File: config.mk
export PLATFORM = sky130hd
export DESIGN_NAME = ptt_timers
export DESIGN_NICKNAME = d
export VERILOG_FILES = /design/src/inc/ptt_pkg.sv /design/src/hdl/ptt_timers.sv
export SDC_FILE = /design/constraint.sdc
export NUM_CORES = 1
export LEC_CHECK = 0
export BUFFER_PORTS_ARGS = -buffer_cell sky130_fd_sc_hd__buf_2
export CORE_UTILIZATION = 60
export CTS_BUF_LIST = sky130_fd_sc_hd__clkbuf_16
export DETAILED_ROUTE_END_ITERATION = 8
export HOLD_SLACK_MARGIN = 0.15
export PLACE_DENSITY = 0.89
export SYNTH_ARGS = -nofsm -noshare
export SYNTH_HDL_FRONTEND = slang
export SYNTH_SLANG_ARGS = --single-unit
File: constraint.sdc
create_clock -name clk_i -period 5.41 [get_ports clk_i]
set_input_delay 0.8115 -clock clk_i [delete_from_list [all_inputs] [get_ports clk_i]]
set_output_delay 0.8115 -clock clk_i [all_outputs]
set_load 0.1 [all_outputs]
File: src/inc/ptt_pkg.sv
// constants and carrier types for the periodic and task timers
//--------------------------------------------------------------
// Notes on behaviour
// - five periodic channels, 32-bit auto-reload down counters
// - four channels on system clock, one crystal
// - crystal channel runs in stop, wakes device
// - zero raises interrupt, queue trigger, or both
// - no pins; only internal interrupt and trigger outputs
// - task monitor: 32-bit up counter, 8-bit prescaler
// - four 32-bit compare channels, separate interrupts
// - interrupt when counter exceeds compare value
// - counter optionally halts in debug mode
//--------------------------------------------------------------
package ptt_pkg;

  localparam int unsigned PTT_NUM_CH   = 5;
  localparam int unsigned PTT_WAKE_CH  = 4;
  localparam int unsigned PTT_CNT_W    = 32;
  localparam int unsigned PTT_PRE_W    = 8;
  localparam int unsigned PTT_NUM_CMP  = 4;

  localparam logic [PTT_CNT_W-1:0] PTT_CNT_ZERO = 32'h0000_0000;
  localparam logic [PTT_CNT_W-1:0] PTT_CNT_ONE  = 32'h0000_0001;
  localparam logic [PTT_PRE_W-1:0] PTT_PRE_ZERO = 8'h00;
  localparam logic [PTT_PRE_W-1:0] PTT_PRE_ONE  = 8'h01;

  // one periodic channel
  typedef struct packed {
    logic                 enable;
    logic                 irq_en;
    logic                 trig_en;
    logic [PTT_CNT_W-1:0] start_val;
  } ptt_pit_cfg_t;

  // task monitor counter
  typedef struct packed {
    logic                 enable;
    logic                 freeze_dbg;
    logic [PTT_PRE_W-1:0] prescale;
  } ptt_tmt_cfg_t;

  // one compare channel
  typedef struct packed {
    logic                 enable;
    logic [PTT_CNT_W-1:0] value;
  } ptt_cmp_cfg_t;

endpackage : ptt_pkg

File: src/hdl/ptt_timers.sv
// periodic tick timer and task monitor timer
`timescale 1ns/10ps
module ptt_timers (
  input  wire logic                                           clk_i,
  input  wire logic                                           rst_i,
  input  wire logic                                           xtal_tick_i,
  input  wire logic                                           stop_mode_i,
  input  wire logic                                           debug_mode_i,
  input  wire ptt_pkg::ptt_pit_cfg_t [ptt_pkg::PTT_NUM_CH-1:0]  pit_cfg_i,
  input  wire ptt_pkg::ptt_tmt_cfg_t                            tmt_cfg_i,
  input  wire ptt_pkg::ptt_cmp_cfg_t [ptt_pkg::PTT_NUM_CMP-1:0] cmp_cfg_i,
  output logic [ptt_pkg::PTT_NUM_CH-1:0]                        pit_irq_o,
  output logic [ptt_pkg::PTT_NUM_CH-1:0]                        pit_trig_o,
  output logic                                                  wake_o,
  output logic [ptt_pkg::PTT_CNT_W-1:0]                         tmt_count_o,
  output logic [ptt_pkg::PTT_NUM_CMP-1:0]                       cmp_irq_o
);
  import ptt_pkg::*;

  //--------------------------------------------------------------
  // helpers
  //--------------------------------------------------------------
  // one step down of a periodic count
  function automatic logic [PTT_CNT_W-1:0] cnt_dec(input logic [PTT_CNT_W-1:0] v);
    cnt_dec = v - PTT_CNT_ONE;
  endfunction : cnt_dec

  // one step up of the task monitor count, wraps from all ones
  function automatic logic [PTT_CNT_W-1:0] cnt_inc(input logic [PTT_CNT_W-1:0] v);
    cnt_inc = v + PTT_CNT_ONE;
  endfunction : cnt_inc

  function automatic logic cnt_is_zero(input logic [PTT_CNT_W-1:0] v);
    cnt_is_zero = (v == PTT_CNT_ZERO);
  endfunction : cnt_is_zero

  function automatic logic cnt_is_one(input logic [PTT_CNT_W-1:0] v);
    cnt_is_one = (v == PTT_CNT_ONE);
  endfunction : cnt_is_one

  // expiry on a tick: last step down, or a zero start value at zero
  function automatic logic pit_expires(input logic [PTT_CNT_W-1:0] cnt,
                                       input logic [PTT_CNT_W-1:0] start);
    pit_expires = cnt_is_one(cnt) | (cnt_is_zero(cnt) & cnt_is_zero(start));
  endfunction : pit_expires

  // next periodic count on a tick; zero spends one tick reloading
  function automatic logic [PTT_CNT_W-1:0] pit_next(input logic [PTT_CNT_W-1:0] cnt,
                                                    input logic [PTT_CNT_W-1:0] start);
    if (cnt_is_zero(cnt)) begin
      pit_next = start;
    end else begin
      pit_next = cnt_dec(cnt);
    end
  endfunction : pit_next

  // prescaler period complete; a lowered limit wraps at once
  function automatic logic pre_done(input logic [PTT_PRE_W-1:0] pre,
                                    input logic [PTT_PRE_W-1:0] limit);
    pre_done = (pre >= limit);
  endfunction : pre_done

  //--------------------------------------------------------------
  // periodic tick timer channels
  //--------------------------------------------------------------
  logic [PTT_CNT_W-1:0] pit_cnt_q [PTT_NUM_CH];
  logic [PTT_CNT_W-1:0] pit_cnt_d [PTT_NUM_CH];
  logic [PTT_NUM_CH-1:0] pit_irq_q, pit_irq_d;
  logic [PTT_NUM_CH-1:0] pit_trig_q, pit_trig_d;
  logic                  wake_q, wake_d;
  logic [PTT_NUM_CH-1:0] ch_tick;
  logic [PTT_NUM_CH-1:0] ch_zero;

  always_comb begin
    for (int i = 0; i < PTT_NUM_CH; i++) begin
      // wake channel on crystal enable, even in stop; others stop with clock
      if (i == PTT_WAKE_CH) begin
        ch_tick[i] = xtal_tick_i;
      end else begin
        ch_tick[i] = ~stop_mode_i;
      end
    end
  end

  always_comb begin
    for (int i = 0; i < PTT_NUM_CH; i++) begin
      pit_cnt_d[i]  = pit_cnt_q[i];
      pit_irq_d[i]  = 1'b0;
      pit_trig_d[i] = 1'b0;
      ch_zero[i]    = 1'b0;
      if (!pit_cfg_i[i].enable) begin
        pit_cnt_d[i] = pit_cfg_i[i].start_val;
      end else if (ch_tick[i]) begin
        // a start value of zero expires on every tick
        pit_cnt_d[i] = pit_next(pit_cnt_q[i], pit_cfg_i[i].start_val);
        ch_zero[i]   = pit_expires(pit_cnt_q[i], pit_cfg_i[i].start_val);
      end
      pit_irq_d[i]  = ch_zero[i] & pit_cfg_i[i].irq_en;
      pit_trig_d[i] = ch_zero[i] & pit_cfg_i[i].trig_en;
    end
  end

  // wake request only while stopped; outside stop the irq path serves
  always_comb begin
    wake_d = ch_zero[PTT_WAKE_CH] & stop_mode_i;
  end

  always_ff @(posedge clk_i) begin
    if (rst_i) begin
      for (int i = 0; i < PTT_NUM_CH; i++) begin
        pit_cnt_q[i] <= PTT_CNT_ZERO;
      end
      pit_irq_q  <= '0;
      pit_trig_q <= '0;
      wake_q     <= 1'b0;
    end else begin
      for (int i = 0; i < PTT_NUM_CH; i++) begin
        pit_cnt_q[i] <= pit_cnt_d[i];
      end
      pit_irq_q  <= pit_irq_d;
      pit_trig_q <= pit_trig_d;
      wake_q     <= wake_d;
    end
  end

  //--------------------------------------------------------------
  // periodic outputs
  //--------------------------------------------------------------
  // internal signals only, no pins
  assign pit_irq_o  = pit_irq_q;
  assign pit_trig_o = pit_trig_q;
  assign wake_o     = wake_q;

  //--------------------------------------------------------------
  // task monitor timer
  //--------------------------------------------------------------
  logic [PTT_PRE_W-1:0]   pre_q, pre_d;
  logic [PTT_CNT_W-1:0]   tmt_q, tmt_d;
  logic [PTT_NUM_CMP-1:0] cmp_q, cmp_d;
  logic                   tmt_run;

  // prescaler and counter group
  always_comb begin
    tmt_run = tmt_cfg_i.enable & ~(debug_mode_i & tmt_cfg_i.freeze_dbg);
    pre_d   = pre_q;
    tmt_d   = tmt_q;
    if (tmt_run) begin
      if (pre_done(pre_q, tmt_cfg_i.prescale)) begin
        // divide by prescale+1, counter wraps naturally
        pre_d = PTT_PRE_ZERO;
        tmt_d = cnt_inc(tmt_q);
      end else begin
        pre_d = pre_q + PTT_PRE_ONE;
      end
    end
  end

  always_ff @(posedge clk_i) begin
    if (rst_i) begin
      pre_q <= PTT_PRE_ZERO;
      tmt_q <= PTT_CNT_ZERO;
    end else begin
      pre_q <= pre_d;
      tmt_q <= tmt_d;
    end
  end

  //--------------------------------------------------------------
  // compare channels
  //--------------------------------------------------------------
  // level interrupt with no clear; follows the count one cycle late
  always_comb begin
    for (int c = 0; c < PTT_NUM_CMP; c++) begin
      cmp_d[c] = cmp_cfg_i[c].enable & (tmt_q > cmp_cfg_i[c].value);
    end
  end

  always_ff @(posedge clk_i) begin
    if (rst_i) begin
      cmp_q <= '0;
    end else begin
      cmp_q <= cmp_d;
    end
  end

  //--------------------------------------------------------------
  // task monitor outputs
  //--------------------------------------------------------------
  assign tmt_count_o = tmt_q;
  assign cmp_irq_o   = cmp_q;

endmodule : ptt_timers

### Word level (Yosys, flattened, before mapping)

Memory sizes are Yosys's and may differ from the RTL's.
Cells that the tools add are included.

| storage, ports and cells | value |
|---|---|
| bits in writable memories | 160 |
| memories kept | 1 |
| input bits | 322 |
| output and inout bits | 47 |
| word-level logic and storage cells | 102 |
| flip-flop bits (word level) | 55 |

| cells by class | value |
|---|---|
| bitwise logic cells | 33 |
| multiplexer cells | 34 |
| reduce and logical (&&, ||, !) cells | 11 |
| equality and inequality tests | 5 |
| magnitude comparators | 5 |
| add/subtract/negate cells | 7 |

Memories:

| name | depth | bits a word | read ports | clocked after memory_dff | write ports | RTL line | RTL |
|---|---|---|---|---|---|---|---|
| pit_cnt_q | 5 | 32 | 5 | 0 | 5 | ptt_timers.sv:66 | `logic [PTT_CNT_W-1:0] pit_cnt_q [PTT_NUM_CH];` |

Operators with widths:

| operator | count |
|---|---|
| 32-bit two-way mux | 20 |
| 32-bit logical NOT | 10 |
| 32-bit by 1-bit == test with 1-bit output (second input constant) | 5 |
| 32-bit by 1-bit subtractor with 32-bit output (second input constant) | 5 |
| 32-bit > comparator | 4 |
| 32-bit by 1-bit adder with 32-bit output (second input constant) | 1 |
| 1-bit AND | 22 |
| 1-bit two-way mux | 13 |
| 1-bit bitwise OR | 10 |
| 8-bit by 1-bit adder with 8-bit output (second input constant) | 1 |
| 8-bit greater-or-equal comparator | 1 |
| 8-bit two-way mux | 1 |
| 2-bit AND reduction | 1 |
| 1-bit inverter | 1 |

### Depth between registers and ports, before layout

| depth | value |
|---|---|
| depth in word-level cells | 6 |
| mapped depth | 10 |

### Least setup slack after synthesis

No wires, ideal clock.

| path | value |
|---|---|
| kind | register to register |
| start | register tmt_q[4] (netlist: tmt_count_o[4]) |
| end | register tmt_q[30] (netlist: tmt_count_o[30]) |
| library setup time | 70 ps |
| stages on the path, launching flop included | 7 |
| arrival time | 3023 ps |
| clock period less this slack | 3094 ps |
| slack | 2316 ps |
| path through | dfxtp_1 and4_1 nand4_1 nor4b_1 nand4_1 or4_1 a21oi_1 |

| on the way | value |
|---|---|
| longest elaborated chain between the ends | 1 |

Ends and longest elaborated chain:

| item | RTL line | RTL |
|---|---|---|
| from (decl) | ptt_timers.sv:138 | `logic [PTT_CNT_W-1:0] tmt_q, tmt_d;` |
| from (signal assigned) | ptt_timers.sv:164 | `tmt_q <= tmt_d;` |
| 32-bit by 1-bit adder with 32-bit output | ptt_timers.sv:30 | `cnt_inc = v + PTT_CNT_ONE;` |

No other way between the ends.
A chain may end at the register's enable or synchronous reset.

==> summary.md <==
| Metric | Value |
|---|---|
| Mean post-synth cell area | `7.543 um^2` |
| DR vias/cell | `6.768` |
| Synth top area share | `0.2641` |
| Critical path arrival | `3.83 ns` |
| Worst slew pin tran | `1.113 ns` |
| Crit end category | `register` |
| Seq/Total Area, Yosys | `0.2641` |
| Die Height | `166.8 um` |
| Cell accounting for the most synthesized area | `dfxtp_1` |
| Violated checks | `DRC` |
| Clock share of power | `0.378` |
| Hold-fix buffers at CTS | `0` |
| DR DRC count | `17` |
| Number of antenna violations at the first check in global routing | `2` |
| Hold_sp | `pit_cfg_i[137]` |
| RSZ-0062 raised after global routing | `no` |
| Die ar. | `0.02783 mm^2` |
| FFs w/ async S/R, synth | `0` |
| DIE WIDTH | `166.8 um` |
| Min-Delay Endpoint | `pit_trig_o[3]` |
| Clock-pin slew on the worst setup and hold paths | `0.06 ns` |
| Fin crit period | `3.486 ns` |
| Area Overhead vs Synth | `17.43%` |
| Crit path cell chain | `or3_1 -> nor4_2 -> nand4_1 -> o21ai_1 -> a22oi_1` |
| CTS tree | `done` |
| Top post-synthesis cells by area | `dfxtp_1 26%, ha_1 12%, a21oi_1 4.6%` |
| Core area | `0.02635 mm^2` |
| Post-synth EDFFs | `0` |
| Internal Power | `3.028 mW` |
| Comb power frac | `0.221` |
| Number of iterations in the first detailed-routing pass | `9` |
| CTS HTree Levels | `1` |
| First-pass GRT wire length | `88130 um` |
| Final period util | `0.6443` |
| Cells on Worst Hold Path | `2` |
| FF-to-FF Start | `pit_cnt_q[0][111]` |
| Switching part of the total power | `0.3207` |
| Final wirelength | `55720 um` |
| Post_cts resized | `0` |
| Detailed-route via count | `19.18k` |
| Clock Path Buffers | `3` |
| CP Launch Type | `register` |
| Worst endpoint required time | `5.76 ns` |
| Final Power | `4.458 mW` |
| #FFs+latches synth | `215` |
| Post-route ant nets | `0` |
| FF-to-FF End | `pit_cnt_q[0][121]` |
| Synth Warn # | `0` |
| I/O Buffers | `368` |
| Leakage | `8.918 nW` |
| Nets | `2953` |
| Total clock sinks | `215` |
| Post-DP HPWL | `41240 um` |
| # rows | `59` |
| Power share of the sequential group | `0.401` |
| Post-synth top cells | `215 x dfxtp_1, 182 x inv_1, 162 x nor2_1, 153 x ha_1, 151 x a21oi_1` |
| Slowest stage delay, CP | `0.91 ns` |
| Max Slew Vio Count | `0` |
| Net Count, Synth | `2636` |
| Status | `finished with violations` |
| Cells after Synth | `2161` |
| PD cells | `232.9 mW/mm^2` |
| Max_cap viols | `0` |
| Crit Path Max Fanout | `16` |
| CP max-delay cell | `o21ai_1` |
| Register area | `0.004304 mm^2` |
| Clock root buffer | `clkbuf_16` |
| Rel. slew slack | `0.2484` |
| Layout filler cell count | `2155` |
| Total GRT Usage | `0.3797` |
| Peak supply drop | `0.0002232 V` |
| Highest Clock Rate | `286.9 MHz` |
| Setup TNS | `0 ns` |
| FF-to-FF setup slack | `1.92 ns` |
| Worst Skew | `0.04290 ns` |
| Number of global-route vias before repair | `17.79k` |
| Routability cong. | `0.9895` |
| Hold crit path type | `primary input to register` |
| Ratio of cells with drive above 1 in the final layout | `0.1859` |
| CTS Buf Count | `25` |
| Routed WL per cell | `19.67 um` |
| # setup viols final | `0` |
| Setup Fix Bufs, Post-CTS | `0` |
| Top_reg_cell synth | `dfxtp_1` |
| Netlist Area Pre-Place | `0.01630 mm^2` |
| Clock Latency Late Sink | `0.55 ns` |
| Initial DRC Count | `2448` |
| Largest net degree at the start of global routing | `64` |
| Net Sw Power | `1.430 mW` |
| Congestion Overflow GR | `0` |
| Multi-input gate area | `0.01097 mm^2` |
| Final hold violations | `0` |
| Starting Density | `0.6185` |
| Setup Crit Path Kind | `register to register` |
| Reg2Reg Depth | `5` |
| Most numerous cell in the Yosys netlist | `dfxtp_1` |
| I/O pin count | `369` |
| Netlist cell types | `79` |
## worst max-delay path, delay by kind of cell (launching register included)
family,cells,cell delay (ns)
simple gates,3,1.81
compound gates,2,1.10
flops,1,0.36
## metrics by stage
step	instance area, um^2	hold slack, ns	std cells	util	worst slack (ns)
5_1_grt	19140	0.4803	2833	0.7263	1.626
3_3_place_gp	18340	0.4549	2786	0.6959	1.792
3_5_place_dp	18340	0.4618	2786	0.6959	1.617
4_1_cts	19130	0.4618	2831	0.7261	2.032
2_1_floorplan	16300	0.4434	2161	-	2.316
6_report	19140	0.4671	2833	0.7263	1.924
## state kept, by name (all words and copies together) (netlist names)
register	flops
wake_o	1
pit_trig_o	5
pit_cnt_q	160
tmt_count_o	32
cmp_irq_o	4
pre_q	8
pit_irq_o	5
## cells by family after synthesis
| logic type | Yosys count | synth area share |
|---|---|---|
| simple gates | 869 | 0.2828 |
| fa+ha+maj | 153 | 0.1174 |
| buf+inv | 277 | 0.06471 |
| mux | 27 | 0.01727 |
| compound gates | 599 | 0.2424 |
| xor+xnor | 21 | 0.01128 |
| flops | 215 | 0.2641 |
## power by group through the flow
stage	Clock [mW]	Combinational (mW)	Sequential (mW)
2_1_floorplan	0	0.622	1.79
3_3_place_gp	0	0.915	1.81
3_5_place_dp	0	0.943	1.81
4_1_cts	1.69	0.950	1.78
5_1_grt	1.76	1.06	1.80
6_report	1.69	0.984	1.79
## how the worst max path moves through the flow
stage,startpoint,endpoint,slack (ns),cells after the start
final,pit_cnt_q[0][111],pit_cnt_q[0][121],1.92,5
after global routing,pre_q[0],tmt_count_o[17],1.63,8
after CTS,pre_q[0],tmt_count_o[17],2.03,8
after detailed placement,debug_mode_i,tmt_count_o[17],1.62,6
after global placement,debug_mode_i,tmt_count_o[17],1.79,6
after floorplan,tmt_count_o[4],tmt_count_o[30],2.32,6
## cell usage in the layout, fill, tap and decap left out, types with 13 or more instances in the layout
cell type | netlist | routed
a21o_1 | 66 | 66
buf_2 | 6 | 367
dfxtp_1 | 215 | 215
a211oi_1 | 40 | 40
nor2_1 | 162 | 162
nand4_1 | 77 | 77
a21oi_1 | 151 | 151
o31ai_1 | 15 | 14
and4_1 | 14 | 14
or3_1 | 59 | 59
buf_4 | 0 | 16
o21ai_0 | 115 | 115
nor3_1 | 102 | 102
nand2_1 | 149 | 149
a31oi_1 | 32 | 32
nor4_1 | 91 | 91
mux2i_1 | 18 | 18
o22ai_1 | 26 | 26
and3_1 | 20 | 20
clkbuf_16 | 0 | 25
or4_1 | 22 | 22
ha_1 | 153 | 153
inv_1 | 182 | 185
nand2b_1 | 14 | 14
and2_1 | 19 | 19
nand3_1 | 80 | 80
or2_2 | 13 | 13
## per-layer routing
metal | part of all wire | track usage
met1 | 0.40 | 0.4888
met2 | 0.46 | 0.6349
met3 | 0.11 | 0.05989
met4 | 0.035 | 0.1481
met5 | 0 | 0
## final cells by class
type | count | share of cell area
clock buffers | 25 | 0.03269
inverters | 184 | 0.03609
clock inverters | 20 | 0.008891
multi-input cells | 1669 | 0.5731
flip-flops and latches | 215 | 0.2249
repair buffers | 383 | 0.1022
well taps | 335 | 0.02190
diodes | 2 | 0.0002615
(Power assumes the default switching activity.)
